===== src/core/rst_seq_pkg.sv =====
package rst_seq_pkg;

  // ----------------------------------------
  // timing
  // ----------------------------------------
  localparam int CLOCK_MHZ = 250;
  // least external pulse; the figure is a plain default
  localparam int MIN_PULSE_NS = 100;
  localparam int MIN_PULSE_CYC = (MIN_PULSE_NS * CLOCK_MHZ + 999) / 1000;
  localparam int STAB_CYC = 4096;
  localparam int SHORT_CYC = 32;
  localparam int PIN_CYC = 32;
  localparam int HOLD_CYC = 32;
  localparam int TMR_W = 12;
  localparam int WDOG_W = 16;

  // ----------------------------------------
  // register map: word index, byte address is four times it
  // ----------------------------------------
  localparam int ADDR_W = 18;
  localparam logic [15:0] WDOG_IDX = 16'hFFFF;
  localparam logic [15:0] CFG_IDX = 16'hFE00;
  localparam logic [15:0] CAUSE_IDX = 16'hFE01;

  // reset_cause flag positions, bit 0 reads zero
  localparam int F_POR = 7;
  localparam int F_PIN = 6;
  localparam int F_WDOG = 5;
  localparam int F_OPC = 4;
  localparam int F_FETCH = 3;
  localparam int F_MON = 2;
  localparam int F_LOW = 1;
  localparam logic [7:0] CAUSE_RESET = 8'h80;

  // configuration bits
  localparam int C_SHORT = 0;
  localparam int C_STOPOK = 1;
  localparam int C_OSCRUN = 2;
  localparam int C_FAST = 3;
  localparam logic [3:0] CFG_RESET = 4'h0;

  // ----------------------------------------
  // vectors
  // ----------------------------------------
  localparam logic [15:0] VEC_RESET = 16'hFFFE;
  localparam logic [15:0] VEC_MON = 16'hFEFE;
  localparam logic [15:0] VEC_IRQ = 16'hFFFA;
  localparam logic [15:0] VEC_KBD = 16'hFFDE;
  localparam logic [15:0] VEC_BRK = 16'hFFFC;
  localparam logic [15:0] VEC_TBM = 16'hFFDC;

  typedef enum logic [2:0] {
    S_RUN, S_STAB, S_LOWV, S_PIN_LOW, S_HOLD, S_EXT, S_STOP, S_RECOV
  } seq_state_t;

  function automatic logic addr_hit(input logic [ADDR_W-1:0] a, input logic [15:0] idx);
    return a[ADDR_W-1:2] == idx && a[1:0] == 2'h0;
  endfunction

endpackage


===== src/core/reset_and_stop_recovery_control.sv =====
// Local design decision: the APB register port.
`timescale 1ns/100ps
`default_nettype none
// Overview of operation
// - stop exit by pin, edge, low supply, break or tick restarts clocks, fetches vector
// - reset or interrupt leaving stop gates clocks 4096 cycles via 12-bit counter
// - short recovery bit shrinks stop recovery gating to 32 cycles
// - reset aborts, clears fast clock bit (power-on clears all control bits), fetches reset vector, monitor high byte
// - every reset selects reference clock divided by four as bus clock
// - pin held low min pulse time resets device and sets pin flag
// - internal reset drives pin low 32 cycles, holds reset 32 more
// - power-on keeps clocks off 4096 cycles, pin at +32, fetch at +64
// - power-on sets power-on flag and clears all other flags
// - low supply drives pin while low plus 4096 plus 32 more, sets low flag
// - watchdog overflow resets and sets watchdog flag
// - any write to watchdog service location clears watchdog counter
// - bad opcode or forbidden stop resets, sets bad opcode flag
// - opcode fetch unmapped resets with bad fetch flag; data fetch does not
// - reset cause register is read-only and cleared by read
// - flags accumulate across all but power-on resets until read
// - pin sampled 32 cycles after internal release, low sets pin flag
// - monitor entry reset sets monitor entry flag
module reset_and_stop_recovery_control #(
  parameter int STAB_CYCLES = rst_seq_pkg::STAB_CYC,
  parameter int SHORT_CYCLES = rst_seq_pkg::SHORT_CYC,
  parameter int WDOG_BITS = rst_seq_pkg::WDOG_W,
  parameter int MIN_PULSE = rst_seq_pkg::MIN_PULSE_CYC
) (
  // clock and reset
  input wire logic clock,
  input wire logic resetn,
  // apb slave
  input wire logic psel,
  input wire logic penable,
  input wire logic pwrite,
  input wire logic [rst_seq_pkg::ADDR_W-1:0] paddr,
  input wire logic [31:0] pwdata,
  output logic [31:0] prdata,
  output logic pready,
  output logic pslverr,
  // open-drain reset pin
  input wire logic rst_pin_in,
  output logic rst_pin_out,
  output logic rst_pin_oe_n,
  // analog sources
  input wire logic por_in,
  input wire logic low_supply_in,
  // cpu events
  input wire logic bad_opcode,
  input wire logic stop_exec,
  input wire logic fetch_unmapped,
  input wire logic fetch_is_opcode,
  input wire logic monitor_entry,
  input wire logic monitor_mode,
  // stop wake sources
  input wire logic irq_fall,
  input wire logic kbd_fall,
  input wire logic break_req,
  input wire logic timebase_roll,
  // sequencer outputs
  output logic cpu_reset,
  output logic clocks_run,
  output logic bus_clk_div4,
  output logic in_stop,
  output logic osc_run_in_halt,
  output logic [15:0] vector_addr,
  output logic vector_fetch
);
  localparam int TW = rst_seq_pkg::TMR_W;

  if (STAB_CYCLES < 1 || STAB_CYCLES > (1 << TW) || SHORT_CYCLES < 1 || SHORT_CYCLES > STAB_CYCLES
      || WDOG_BITS < 2 || MIN_PULSE < 1 || MIN_PULSE > 255)
  begin : bad_param
    $error("reset_and_stop_recovery_control: parameter out of range");
  end

  // ----------------------------------------
  // reset release and input synchronisers
  // ----------------------------------------
  logic rst_q1_reg;
  logic rst_n;
  logic [2:0] sync1_reg;
  logic [2:0] sync2_reg;
  logic por_q_reg;

  always_ff @(posedge clock or negedge resetn)
  begin
    if (!resetn)
    begin
      rst_q1_reg <= 1'b0;
      rst_n <= 1'b0;
    end
    else
    begin
      rst_q1_reg <= 1'b1;
      rst_n <= rst_q1_reg;
    end
  end

  // pin idles high through its pull-up
  always_ff @(posedge clock or negedge rst_n)
  begin
    if (!rst_n)
    begin
      sync1_reg <= 3'h1;
      sync2_reg <= 3'h1;
      por_q_reg <= 1'b0;
    end
    else
    begin
      sync1_reg <= {low_supply_in, por_in, rst_pin_in};
      sync2_reg <= sync1_reg;
      por_q_reg <= sync2_reg[1];
    end
  end

  logic pin_s;
  logic low_s;
  logic por_evt;
  assign pin_s = sync2_reg[0];
  assign low_s = sync2_reg[2];
  assign por_evt = sync2_reg[1] && !por_q_reg;

  // ----------------------------------------
  // registers and apb decode
  // ----------------------------------------
  logic [3:0] cfg_reg;
  logic [7:0] cause_reg;
  logic [7:0] cause_next;
  logic [31:0] rdata_reg;
  logic err_reg;
  logic setup;
  logic acc_rd;
  logic acc_wr;
  logic rd_cause;
  logic wd_service;

  assign setup = psel && !penable;
  assign acc_rd = psel && penable && !pwrite;
  assign acc_wr = psel && penable && pwrite;
  assign rd_cause = acc_rd && rst_seq_pkg::addr_hit(paddr, rst_seq_pkg::CAUSE_IDX);
  assign wd_service = acc_wr && rst_seq_pkg::addr_hit(paddr, rst_seq_pkg::WDOG_IDX);
  assign pready = 1'b1;
  assign prdata = rdata_reg;
  assign pslverr = err_reg && psel && penable;

  // read data is captured in the setup cycle; only the bits captured there are cleared
  always_ff @(posedge clock or negedge rst_n)
  begin
    if (!rst_n)
    begin
      rdata_reg <= 32'h0;
      err_reg <= 1'b0;
    end
    else if (setup)
    begin
      rdata_reg <= 32'h0;
      err_reg <= 1'b0;
      if (rst_seq_pkg::addr_hit(paddr, rst_seq_pkg::CAUSE_IDX))
        rdata_reg <= {24'h0, cause_reg};
      else if (rst_seq_pkg::addr_hit(paddr, rst_seq_pkg::CFG_IDX))
        rdata_reg <= {28'h0, cfg_reg};
      else if (!rst_seq_pkg::addr_hit(paddr, rst_seq_pkg::WDOG_IDX))
        err_reg <= 1'b1;
    end
  end

  // ----------------------------------------
  // sequencer
  // ----------------------------------------
  rst_seq_pkg::seq_state_t state_reg;
  rst_seq_pkg::seq_state_t state_next;
  logic [WDOG_BITS-1:0] wdog_cnt_reg;
  logic [7:0] low_cnt_reg;
  logic [15:0] pend_vec_reg;
  logic from_stop_reg;
  logic ext_evt;
  logic wdog_ovf;
  logic opc_evt;
  logic fetch_evt;
  logic int_evt;
  logic restart;
  logic enter;
  logic fetch_go;
  logic pin_late;
  logic t_done;
  logic [TW-1:0] t_len;

  assign ext_evt = low_cnt_reg == 8'(MIN_PULSE) && (state_reg == rst_seq_pkg::S_RUN
                   || state_reg == rst_seq_pkg::S_STOP);
  assign wdog_ovf = state_reg == rst_seq_pkg::S_RUN && &wdog_cnt_reg;
  assign opc_evt = bad_opcode || (stop_exec && !cfg_reg[rst_seq_pkg::C_STOPOK]);
  assign fetch_evt = fetch_unmapped && fetch_is_opcode;
  assign int_evt = state_reg == rst_seq_pkg::S_RUN && (wdog_ovf || opc_evt || fetch_evt || monitor_entry);
  assign pin_late = state_reg == rst_seq_pkg::S_HOLD && t_done && !pin_s;
  assign restart = por_evt && state_reg == rst_seq_pkg::S_STAB;
  assign enter = state_next != state_reg || restart;

  always_comb
  begin
    state_next = state_reg;
    fetch_go = 1'b0;
    case (state_reg)
      rst_seq_pkg::S_RUN:
        if (ext_evt)
          state_next = rst_seq_pkg::S_EXT;
        else if (int_evt)
          state_next = rst_seq_pkg::S_PIN_LOW;
        else if (stop_exec && cfg_reg[rst_seq_pkg::C_STOPOK])
          state_next = rst_seq_pkg::S_STOP;
      rst_seq_pkg::S_STAB:
        if (t_done)
          state_next = rst_seq_pkg::S_PIN_LOW;
      rst_seq_pkg::S_LOWV:
        if (!low_s)
          state_next = rst_seq_pkg::S_STAB;
      rst_seq_pkg::S_PIN_LOW:
        if (t_done)
          state_next = rst_seq_pkg::S_HOLD;
      rst_seq_pkg::S_HOLD:
        if (t_done)
        begin
          state_next = rst_seq_pkg::S_RUN;
          fetch_go = 1'b1;
        end
      rst_seq_pkg::S_EXT:
        if (pin_s)
        begin
          state_next = from_stop_reg ? rst_seq_pkg::S_RECOV : rst_seq_pkg::S_RUN;
          fetch_go = !from_stop_reg;
        end
      rst_seq_pkg::S_STOP:
        if (ext_evt)
          state_next = rst_seq_pkg::S_EXT;
        else if (irq_fall || kbd_fall || break_req || (timebase_roll && cfg_reg[rst_seq_pkg::C_OSCRUN]))
          state_next = rst_seq_pkg::S_RECOV;
      rst_seq_pkg::S_RECOV:
        if (t_done)
        begin
          state_next = rst_seq_pkg::S_RUN;
          fetch_go = 1'b1;
        end
      default:
        state_next = rst_seq_pkg::S_STAB;
    endcase
    if (low_s && state_reg != rst_seq_pkg::S_LOWV)
    begin
      state_next = rst_seq_pkg::S_LOWV;
      fetch_go = 1'b0;
    end
    if (por_evt)
    begin
      state_next = rst_seq_pkg::S_STAB;
      fetch_go = 1'b0;
    end
  end

  // short recovery only shortens stop recovery, never the power-on delay
  always_comb
  begin
    case (state_next)
      rst_seq_pkg::S_STAB: t_len = TW'(STAB_CYCLES - 1);
      rst_seq_pkg::S_RECOV: t_len = cfg_reg[rst_seq_pkg::C_SHORT] ? TW'(SHORT_CYCLES - 1)
                                                                 : TW'(STAB_CYCLES - 1);
      rst_seq_pkg::S_PIN_LOW: t_len = TW'(rst_seq_pkg::PIN_CYC - 1);
      default: t_len = TW'(rst_seq_pkg::HOLD_CYC - 1);
    endcase
  end

  stab_timer #(
    .W(TW),
    .INIT_LEN(STAB_CYCLES)
  ) u_timer (
    .clock(clock),
    .rst_n(rst_n),
    .start(enter),
    .len_m1(t_len),
    .busy(),
    .done(t_done)
  );

  always_ff @(posedge clock or negedge rst_n)
  begin
    if (!rst_n)
      state_reg <= rst_seq_pkg::S_STAB;
    else
      state_reg <= state_next;
  end

  always_ff @(posedge clock or negedge rst_n)
  begin
    if (!rst_n)
      from_stop_reg <= 1'b0;
    else if (state_next == rst_seq_pkg::S_EXT && state_reg != rst_seq_pkg::S_EXT)
      from_stop_reg <= state_reg == rst_seq_pkg::S_STOP;
  end

  // external pulse width, counted only while the pin is not ours
  always_ff @(posedge clock or negedge rst_n)
  begin
    if (!rst_n)
      low_cnt_reg <= 8'h0;
    else if (pin_s || !(state_reg == rst_seq_pkg::S_RUN || state_reg == rst_seq_pkg::S_STOP))
      low_cnt_reg <= 8'h0;
    else if (low_cnt_reg != 8'(MIN_PULSE))
      low_cnt_reg <= low_cnt_reg + 8'h1;
  end

  // counter only advances while running; stop and reset keep it cleared
  always_ff @(posedge clock or negedge rst_n)
  begin
    if (!rst_n)
      wdog_cnt_reg <= '0;
    else if (wd_service || state_reg != rst_seq_pkg::S_RUN)
      wdog_cnt_reg <= '0;
    else
      wdog_cnt_reg <= wdog_cnt_reg + 1'b1;
  end

  always_ff @(posedge clock or negedge rst_n)
  begin
    if (!rst_n)
      pend_vec_reg <= rst_seq_pkg::VEC_RESET;
    else if (state_reg == rst_seq_pkg::S_STOP && state_next == rst_seq_pkg::S_RECOV)
    begin
      if (irq_fall)
        pend_vec_reg <= rst_seq_pkg::VEC_IRQ;
      else if (kbd_fall)
        pend_vec_reg <= rst_seq_pkg::VEC_KBD;
      else if (break_req)
        pend_vec_reg <= rst_seq_pkg::VEC_BRK;
      else
        pend_vec_reg <= rst_seq_pkg::VEC_TBM;
    end
    else if (state_next != rst_seq_pkg::S_RUN && state_next != rst_seq_pkg::S_STOP
             && state_next != rst_seq_pkg::S_RECOV)
      pend_vec_reg <= rst_seq_pkg::VEC_RESET;
  end

  // ----------------------------------------
  // outputs
  // ----------------------------------------
  always_ff @(posedge clock or negedge rst_n)
  begin
    if (!rst_n)
    begin
      rst_pin_oe_n <= 1'b0;
      cpu_reset <= 1'b1;
      clocks_run <= 1'b0;
      in_stop <= 1'b0;
      vector_fetch <= 1'b0;
      vector_addr <= rst_seq_pkg::VEC_RESET;
    end
    else
    begin
      rst_pin_oe_n <= !(state_next == rst_seq_pkg::S_STAB || state_next == rst_seq_pkg::S_LOWV
                       || state_next == rst_seq_pkg::S_PIN_LOW);
      cpu_reset <= !(state_next == rst_seq_pkg::S_RUN || state_next == rst_seq_pkg::S_STOP
                    || state_next == rst_seq_pkg::S_RECOV);
      clocks_run <= !(state_next == rst_seq_pkg::S_STAB || state_next == rst_seq_pkg::S_LOWV
                     || state_next == rst_seq_pkg::S_STOP || state_next == rst_seq_pkg::S_RECOV);
      in_stop <= state_next == rst_seq_pkg::S_STOP;
      vector_fetch <= fetch_go;
      if (fetch_go)
      begin
        if (pend_vec_reg == rst_seq_pkg::VEC_RESET && monitor_mode)
          vector_addr <= rst_seq_pkg::VEC_MON;
        else
          vector_addr <= pend_vec_reg;
      end
    end
  end

  assign rst_pin_out = 1'b0;
  assign bus_clk_div4 = !cfg_reg[rst_seq_pkg::C_FAST];
  assign osc_run_in_halt = cfg_reg[rst_seq_pkg::C_OSCRUN];

  // ----------------------------------------
  // configuration and reset cause
  // ----------------------------------------
  always_ff @(posedge clock or negedge rst_n)
  begin
    if (!rst_n)
      cfg_reg <= rst_seq_pkg::CFG_RESET;
    else if (por_evt)
      cfg_reg <= rst_seq_pkg::CFG_RESET;
    else if (cpu_reset)
      cfg_reg[rst_seq_pkg::C_FAST] <= 1'b0;
    else if (acc_wr && rst_seq_pkg::addr_hit(paddr, rst_seq_pkg::CFG_IDX))
      cfg_reg <= pwdata[3:0];
  end

  // a flag set in the cycle of a read survives it
  always_comb
  begin
    cause_next = cause_reg & ~(rd_cause ? rdata_reg[7:0] : 8'h00);
    cause_next[rst_seq_pkg::F_PIN] = cause_next[rst_seq_pkg::F_PIN] | ext_evt | pin_late;
    cause_next[rst_seq_pkg::F_LOW] = cause_next[rst_seq_pkg::F_LOW]
                                     | (low_s && state_reg != rst_seq_pkg::S_LOWV);
    if (int_evt && !ext_evt)
    begin
      cause_next[rst_seq_pkg::F_WDOG] = cause_next[rst_seq_pkg::F_WDOG] | wdog_ovf;
      cause_next[rst_seq_pkg::F_OPC] = cause_next[rst_seq_pkg::F_OPC] | opc_evt;
      cause_next[rst_seq_pkg::F_FETCH] = cause_next[rst_seq_pkg::F_FETCH] | fetch_evt;
      cause_next[rst_seq_pkg::F_MON] = cause_next[rst_seq_pkg::F_MON] | monitor_entry;
    end
    cause_next[0] = 1'b0;
    if (por_evt)
      cause_next = rst_seq_pkg::CAUSE_RESET;
  end

  always_ff @(posedge clock or negedge rst_n)
  begin
    if (!rst_n)
      cause_reg <= rst_seq_pkg::CAUSE_RESET;
    else
      cause_reg <= cause_next;
  end

  // ----------------------------------------
  // checks
  // ----------------------------------------
  logic [TW:0] dwell_reg;
  always_ff @(posedge clock or negedge rst_n)
  begin
    if (!rst_n)
      dwell_reg <= '0;
    else if (enter)
      dwell_reg <= '0;
    else
      dwell_reg <= dwell_reg + 1'b1;
  end

  a_pin_low_len: assert property (@(posedge clock) disable iff (!rst_n)
    state_reg == rst_seq_pkg::S_PIN_LOW && state_next == rst_seq_pkg::S_HOLD
    |-> dwell_reg == (TW + 1)'(rst_seq_pkg::PIN_CYC - 1) && !rst_pin_oe_n ##1 rst_pin_oe_n)
    else $error("pin low time wrong");
  a_hold_fetch: assert property (@(posedge clock) disable iff (!rst_n || por_evt || low_s)
    state_reg == rst_seq_pkg::S_HOLD && $past(state_reg) == rst_seq_pkg::S_PIN_LOW
    |-> ##32 vector_fetch && !cpu_reset) else $error("hold before fetch wrong");
  a_stab_len: assert property (@(posedge clock) disable iff (!rst_n)
    state_reg == rst_seq_pkg::S_STAB && t_done && !por_evt && !low_s
    |-> dwell_reg == (TW + 1)'(STAB_CYCLES - 1) && !clocks_run) else $error("stabilization time wrong");
  a_recov_len: assert property (@(posedge clock) disable iff (!rst_n)
    state_reg == rst_seq_pkg::S_RECOV && t_done && !low_s && !por_evt
    |-> dwell_reg == (cfg_reg[rst_seq_pkg::C_SHORT] ? (TW + 1)'(SHORT_CYCLES - 1) : (TW + 1)'(STAB_CYCLES - 1))
    ##1 vector_fetch ##1 clocks_run) else $error("recovery time wrong");
  a_short_recov: assert property (@(posedge clock) disable iff (!rst_n || por_evt || low_s)
    state_reg == rst_seq_pkg::S_STOP && state_next == rst_seq_pkg::S_RECOV && cfg_reg[rst_seq_pkg::C_SHORT]
    && SHORT_CYCLES == 32 |-> ##33 vector_fetch) else $error("short recovery wrong");
  a_por_flags: assert property (@(posedge clock) disable iff (!rst_n)
    por_evt |=> cause_reg == rst_seq_pkg::CAUSE_RESET) else $error("power-on flags wrong");
  a_read_clear: assert property (@(posedge clock) disable iff (!rst_n)
    rd_cause && rdata_reg[7:0] == cause_reg && cause_next == (cause_reg & ~rdata_reg[7:0])
    |=> cause_reg == 8'h00) else $error("read did not clear");
  a_flags_stick: assert property (@(posedge clock) disable iff (!rst_n || por_evt)
    !rd_cause |=> (cause_reg & $past(cause_reg)) == $past(cause_reg)) else $error("flag lost without read");
  a_wdog_reset: assert property (@(posedge clock) disable iff (!rst_n || low_s || por_evt || ext_evt)
    wdog_ovf |=> cause_reg[rst_seq_pkg::F_WDOG] && state_reg == rst_seq_pkg::S_PIN_LOW) else $error("no watchdog reset");
  a_wdog_clear: assert property (@(posedge clock) disable iff (!rst_n)
    wd_service |=> wdog_cnt_reg == '0) else $error("watchdog not cleared");
  a_bad_stop: assert property (@(posedge clock) disable iff (!rst_n || low_s || por_evt || ext_evt)
    state_reg == rst_seq_pkg::S_RUN && stop_exec && !cfg_reg[rst_seq_pkg::C_STOPOK]
    |=> cause_reg[rst_seq_pkg::F_OPC] && cpu_reset) else $error("forbidden stop not reset");
  a_data_fetch: assert property (@(posedge clock) disable iff (!rst_n)
    state_reg == rst_seq_pkg::S_RUN && fetch_unmapped && !fetch_is_opcode && !bad_opcode && !stop_exec
    && !monitor_entry && !wdog_ovf && !ext_evt && !low_s && !por_evt |=> !cpu_reset) else $error("data fetch reset");
  a_pin_sample: assert property (@(posedge clock) disable iff (!rst_n || por_evt)
    pin_late |=> cause_reg[rst_seq_pkg::F_PIN]) else $error("late pin not flagged");
  a_bus_div4: assert property (@(posedge clock) disable iff (!rst_n)
    cpu_reset |=> bus_clk_div4) else $error("bus clock not div4 in reset");

  c_stop_wake: cover property (@(posedge clock) disable iff (!rst_n)
    state_reg == rst_seq_pkg::S_RECOV ##1 vector_fetch);
  c_ext_reset: cover property (@(posedge clock) disable iff (!rst_n) ext_evt);
  c_low_supply: cover property (@(posedge clock) disable iff (!rst_n) state_reg == rst_seq_pkg::S_LOWV);
  c_wdog: cover property (@(posedge clock) disable iff (!rst_n) wdog_ovf);

endmodule
`default_nettype wire


===== src/core/stab_timer.sv =====
`timescale 1ns/100ps
`default_nettype none
module stab_timer #(
  parameter int W = 12,
  parameter int INIT_LEN = 4096
) (
  // clock and reset
  input wire logic clock,
  input wire logic rst_n,
  // control
  input wire logic start,
  input wire logic [W-1:0] len_m1,
  // status
  output logic busy,
  output logic done
);
  logic [W-1:0] cnt_reg;
  logic busy_reg;

  if (INIT_LEN < 1 || INIT_LEN > (1 << W))
  begin : bad_len
    $error("stab_timer: INIT_LEN out of range");
  end

  // ----------------------------------------
  // down counter
  // ----------------------------------------
  // out of reset it already runs the power-on delay
  always_ff @(posedge clock or negedge rst_n)
  begin
    if (!rst_n)
    begin
      cnt_reg <= W'(INIT_LEN - 1);
      busy_reg <= 1'b1;
    end
    else if (start)
    begin
      cnt_reg <= len_m1;
      busy_reg <= 1'b1;
    end
    else if (busy_reg)
    begin
      if (cnt_reg == '0)
        busy_reg <= 1'b0;
      else
        cnt_reg <= cnt_reg - 1'b1;
    end
  end

  assign busy = busy_reg;
  assign done = busy_reg && cnt_reg == '0;

  a_done_ends: assert property (@(posedge clock) disable iff (!rst_n)
    done && !start |=> !busy) else $error("timer still busy after done");

endmodule
`default_nettype wire


===== config.mk =====
export PLATFORM = sky130hd
export DESIGN_NAME = reset_and_stop_recovery_control
export DESIGN_NICKNAME = d
export VERILOG_FILES = /design/src/core/rst_seq_pkg.sv /design/src/core/reset_and_stop_recovery_control.sv /design/src/core/stab_timer.sv
export SDC_FILE = /design/constraint.sdc
export NUM_CORES = 1
export LEC_CHECK = 0
export ABC_CLOCK_PERIOD_IN_PS = 6590
export BUFFER_PORTS_ARGS = -buffer_cell sky130_fd_sc_hd__buf_2
export CAP_MARGIN = 40
export CORE_ASPECT_RATIO = 0.75
export CORE_UTILIZATION = 32
export CTS_BUF_LIST = sky130_fd_sc_hd__clkbuf_8 sky130_fd_sc_hd__clkbuf_16
export DETAILED_ROUTE_END_ITERATION = 8
export GPL_TIMING_DRIVEN = 0
export PLACE_DENSITY = 0.57
export SLEW_MARGIN = 10
export SYNTH_ARGS = -nofsm -noshare
export SYNTH_HDL_FRONTEND = slang
export SYNTH_SLANG_ARGS = --single-unit

===== constraint.sdc =====
create_clock -name clock -period 6.59 [get_ports clock]
set_input_delay 0.659 -clock clock [delete_from_list [all_inputs] [get_ports clock]]
set_output_delay 0.659 -clock clock [all_outputs]
set_load 0.1 [all_outputs]

# Yosys cells after proc, flatten, opt, wreduce, memory -nomap -nowiden
# Cells that the tools add are included.
# word_totals
in_bits	68
reg_bits	132
# classes
n_reduce_logical	75
n_mux	48
n_eq_ne	26
n_bitwise	9
addsub	3
# ops
operator	count
$mux W16	6
$eq A16 B16 Y1 const B	4
$mux W12	4
$mux W3	14
$mux W8	5
$logic_and A1 B1 Y1	31
$pmux W12 S2	1
$eq A3 B3 Y1 const B	7
$pmux W3 S7	1
$logic_or A1 B1 Y1	17
$add A16 B1 Y16 const B	1
$mux W4	4
$reduce_and A16 Y1	1
$eq A3 B2 Y1 const B	4
$logic_not A1 Y1	12
$logic_not A12 Y1	1
$sub A12 B1 Y12 const B	1
$mux W1	11
$ne A3 B3 Y1 const B	3
$reduce_bool A3 Y1	3
$add A8 B1 Y8 const B	1
$and A8 B8 Y8	1
$eq A8 B5 Y1 const B	1
$ne A8 B5 Y1 const B	1
14 further kinds	26

# Logic depth before layout (Yosys ltp)
# depth
word_depth	17
mapped_depth	11
depth_no_buf	9

# Hierarchy
# Synthesis repeated with hierarchy kept, for this count alone.
# unflattened
hier_cells	464
area_unflattened_um2	4429.2
# by_module_without_submodules
mod	seq_area_each_um2	cells_per_inst	area_each_um2	n_inst
reset_and_stop_recovery_control	1741.7	374	3616.0	1
stab_timer	341.6	90	813.3	1

# Worst setup path after synthesis
# OpenSTA, ideal clock, no wires.
# synth_path
path_type	flip-flop to flip-flop
from	register cfg_reg[2]
to	register pend_vec_reg[5]
slack_ns	3.961
setup_time_ns	0.097
required_time_ns	6.493
path_buffers	0
path_stages_with_launch	8
arrival_time_ns	2.532
path_cell_list	dfrtp_1 > a2111oi_0 > o21ai_0 > a311o_1 > a41oi_1 > and3b_1 > a21oi_2 > a2bb2oi_1
# synth_between
elab_chain_len	11
# synth_lines
item	line_no	rtl
start: declaration	reset_and_stop_recovery_control.sv:127	logic [3:0] cfg_reg;
start signal: assignment	reset_and_stop_recovery_control.sv:384	cfg_reg <= rst_seq_pkg::CFG_RESET;
start signal: assignment	reset_and_stop_recovery_control.sv:386	cfg_reg <= rst_seq_pkg::CFG_RESET;
start signal: assignment	reset_and_stop_recovery_control.sv:390	cfg_reg <= pwdata[3:0];
$logic_and A1 B1 Y1 (*)	reset_and_stop_recovery_control.sv:235	else if (irq_fall || kbd_fall || break_req || (timebase_roll && cfg_reg[rst_seq_pkg::C_OSCRUN]))
$logic_or A1 B1 Y1 (*)	reset_and_stop_recovery_control.sv:235	
$mux W3 (*)	reset_and_stop_recovery_control.sv:235	
$mux W3 (*)	reset_and_stop_recovery_control.sv:233	if (ext_evt)
$pmux W3 S7 (*)	reset_and_stop_recovery_control.sv:203	case (state_reg)
$mux W3 (*)	reset_and_stop_recovery_control.sv:246	if (low_s && state_reg != rst_seq_pkg::S_LOWV)
$mux W3 (*)	reset_and_stop_recovery_control.sv:251	if (por_evt)
$ne A3 B3 Y1 / $reduce_bool A3 Y1 (equally long branches)	reset_and_stop_recovery_control.sv:335	else if (state_next != rst_seq_pkg::S_RUN && state_next != rst_seq_pkg::S_STOP
$logic_and A1 B1 Y1	reset_and_stop_recovery_control.sv:335	
$logic_and A1 B1 Y1	reset_and_stop_recovery_control.sv:336	&& state_next != rst_seq_pkg::S_RECOV)
$reduce_bool A2 Y1 (no source line)	--	
end signal: assignment	reset_and_stop_recovery_control.sv:331	pend_vec_reg <= rst_seq_pkg::VEC_BRK;
end signal: assignment	reset_and_stop_recovery_control.sv:333	pend_vec_reg <= rst_seq_pkg::VEC_TBM;
end signal: assignment	reset_and_stop_recovery_control.sv:337	pend_vec_reg <= rst_seq_pkg::VEC_RESET;
end: declaration	reset_and_stop_recovery_control.sv:175	logic [15:0] pend_vec_reg;
# Mark *: on every way between the ends. The rest lies on a longest branch, timed or not.
# A chain may end at the register's enable or synchronous reset.

# Final worst setup path
# layout_path
from	register state_reg[2]
to	register pend_vec_reg[5]
# layout_between
elab_chain_len	15
# layout_lines
item	line_no	rtl
start: declaration	reset_and_stop_recovery_control.sv:171	rst_seq_pkg::seq_state_t state_reg;
start signal: assignment	reset_and_stop_recovery_control.sv:285	state_reg <= rst_seq_pkg::S_STAB;
start signal: assignment	reset_and_stop_recovery_control.sv:287	state_reg <= state_next;
$logic_not A3 Y1	--	
$logic_and A1 B1 Y1	reset_and_stop_recovery_control.sv:191	assign wdog_ovf = state_reg == rst_seq_pkg::S_RUN && &wdog_cnt_reg;
$logic_or A1 B1 Y1 (3 in a row)	reset_and_stop_recovery_control.sv:194	assign int_evt = state_reg == rst_seq_pkg::S_RUN && (wdog_ovf || opc_evt || fetch_evt || monitor_entry);
$logic_and A1 B1 Y1	reset_and_stop_recovery_control.sv:194	
$mux W3	reset_and_stop_recovery_control.sv:207	else if (int_evt)
$mux W3	reset_and_stop_recovery_control.sv:205	if (ext_evt)
$pmux W3 S7	reset_and_stop_recovery_control.sv:203	
$mux W3	reset_and_stop_recovery_control.sv:246	
$mux W3	reset_and_stop_recovery_control.sv:251	
$ne A3 B3 Y1 / $reduce_bool A3 Y1 (equally long branches)	reset_and_stop_recovery_control.sv:335	
$logic_and A1 B1 Y1	reset_and_stop_recovery_control.sv:335	
$logic_and A1 B1 Y1	reset_and_stop_recovery_control.sv:336	
$reduce_bool A2 Y1 (no source line)	--	
# Several ways; a longest one is shown, not always the timed one.

==> flow_summary.yaml <==
detailed_routing:
  wl_met1_mm: 5.00
  dr_wl_met3_microns: 626
  top_layer: "met4"
  drtPass1Iterations: 4
  drt_wl_total_mm: 9.92
  drtAntennaViolNets: 0
  drt_iter0_markers: 170
  vias_per_cell: 4.77
  dr_total_vias: 3468
  met2_length_mm: 4.19
  remaining_drc_errors: 0
  wl_per_cell_microns: 13.6
placed_design:
  detailed_place_hpwl_mm: 7.46
  gp_congestion: 0.895
  portBuffers: 58
timing:
  worst_clock_skew_ps: 8.88
  setup_viol: 0
  maxSlewHeadroom_pct: 48.3
  fmax_ghz: 0.315
  final.setup.tns_ps: 0
  worstMarginPinSlew_ps: 768
  grt_setup_unrepaired: "false"
  period_share_pct: 48.1
  final.min_clock_period_ps: 3170
  slew_viol_final: 0
  report.final.hold_viol_count: 0
cts:
  path_clk_slew_ps: 60
  clockBufferDepth: 2
  cts_tree: "built"
  cts_resized: 0
  worstSkewPairLatency_ps: 340
  cts_root_buf: "clkbuf_16"
  post_cts_buffers: 0
  clock_sinks: 82
  cts_buffers: 9
  cts_max_level: 3
  cts_hold_buffers: 0
synth:
  syn_avg_cell_area_sq_um: 9.89
  synth_top_area_share_pct: 32.6
  synth_edf_count: 0
  ys_warn_count: 0
  synth.area.top_cells: "dfrtp_1 33%, dfstp_2 15%, buf_4 6.5%"
  synth.distinct_cells: 62
  ys_async_sr_fraction_pct: 100
  syn_area_sq_um: 4380
  synth_top_cell_by_area: "dfrtp_1"
  yosysSeqAreaShare_pct: 47.6
  synthTopCellsByCount: "57 x dfrtp_1, 41 x nor2_1, 38 x buf_4, 37 x nand2_1, 25 x dfstp_2"
  ys_ff_latch: 82
  synthCells: 443
  ys.flop_type: "dfrtp_1"
  synth_most_common_cell: "dfrtp_1"
status:
  status: "finished clean"
finish:
  final_core_util_pct: 40.4
  layout-drive-gt1-share_pct: 27.9
  seqCellArea_sq_um: 2090
  antennaDiodeCount: 0
  fin_nets: 624
  largest_reg_flops: 16
  area_growth_pct: 21.4
  nFillCells: 1311
  multi_input_area_sq_um: 2050
floorplanning:
  initial_core_util_pct: 33.3
  die-height_microns: 103
  dieArea_sq_um: 14200
  ios: 126
  dieWidth_microns: 137
  rows: 36
  coreArea_sq_um: 13200
global_route:
  grt_util_all_layers_pct: 14.6
  antenna_found_initial: 0
  first_global_vias: 3257
  grt_pass1_wl_mm: 15.9
  grt_overflow: 0
  grt_max_degree: 43
worst_setup_path:
  cp.required_ps: 6820
  worstSetupPathType: "flip-flop to flip-flop"
  crit_path_end_kind: "flip-flop"
  cp-start-kind: "flip-flop"
  crit_fanout: 10
  cp.arrival_ps: 3400
power_and_ir_drop:
  p_leak_uw: 0.00237
  power_density_nw_per_um2: 343
  peakVddDrop_uv: 315
min_path:
  hp-class: "input pin to async pin"
job:
  drv_cap: 0
## where the power goes
group / total [uW] / switching, uW / leakage [uW] / internal (uW)
sequential: 680 / 72.8 / 0.00103 / 607
combinational: 696 / 491 / 0.00121 / 205
clock: 448 / 198 / 0.000130 / 251
## metal layers
layer / vias to the layer above / GRT usage, %
li1: 1713 / -
met3: 9 / 3.27
met2: 114 / 21.9
met4: 0 / 4.65
met5: - / 0
met1: 1632 / 20.7
## metrics by stage
stage,worst slack (ps),instance area (sq um),hold WS (ps),std cells,power (uW)
after global routing,3130,5320,71.6,727,1920
after floorplan,3960,4520,331,480,1240
after global placement,3230,5020,338,709,1370
final,3420,5320,89.2,727,1820
after CTS,3490,5320,76.5,727,1840
after detailed placement,3340,5050,328,711,1380
## kinds of logic after synthesis
| family | Yosys count | share of synthesized area (%) |
|---|---|---|
| simple gates | 176 | 20.9 |
| flops | 82 | 47.6 |
| compound gates | 72 | 12.0 |
| buf+inv | 63 | 8.85 |
| xor+xnor | 30 | 6.00 |
| mux | 13 | 3.08 |
| fa+ha+maj | 5 | 1.43 |
| other cells | 2 | 0.171 |
## layout make-up
type                            instances  share of cell area (%)
Buffer                                 52                    6.52
Clock buffer                            9                    4.24
Clock inverter                          7                   0.753
Inverter                               11                   0.777
Multi-Input combinational cell        335                    38.5
Sequential cell                        82                    39.3
Tap cell                              171                    4.02
Timing Repair Buffer                   60                    5.91
## critical path, stage by stage, from the launching register on
cell and delay [ps]:
dfrtp_1 350, clkbuf_1 210, clkbuf_1 300, o31ai_1 690
a41oi_1 460, or2_2 430, nor4_1 450, a2bb2oi_1 160
## path summary, 6_finish.rpt
path                              start              end  slack (ps)  cells after the start
min in group clock           rst_q1_reg            rst_n         350                      0
setup reg to reg           state_reg[2]  pend_vec_reg[5]        3420                      7
setup / recovery           state_reg[2]  pend_vec_reg[5]        3420                      7
hold reg to reg                   rst_n  wdog_cnt_reg[7]         310                      0
max in group asynchronous         rst_n     state_reg[0]        5600                      1
hold / removal                   resetn            rst_n          90                      1
## layout by cell type, fill, tap and decap left out, drive strengths merged, types with 2 or more instances in the layout
cell,synthesis,final
mux2i,9,9
nand2b,7,7
nand4,9,9
nor4,10,10
or2,3,3
clkinv,0,2
dfstp,25,25
or3,8,8
ha,5,5
mux2,4,4
o31ai,5,5
nor3,14,14
nand3,16,16
o21ai,13,13
or4,5,5
o211ai,2,2
buf,41,101
nor2,41,41
xnor2,14,14
o21a,2,2
a2bb2oi,4,4
nor2b,4,4
a22oi,8,8
clkbuf,11,20
o221ai,2,2
nand3b,5,5
a211oi,2,2
nand2,37,37
and3b,2,2
and3,6,6
inv,11,13
xor2,16,16
conb,2,39
and2,3,3
a21oi,16,16
and4,3,3
clkinvlp,0,3
a22o,5,5
dfrtp,57,57
(Power assumes the default switching activity.)
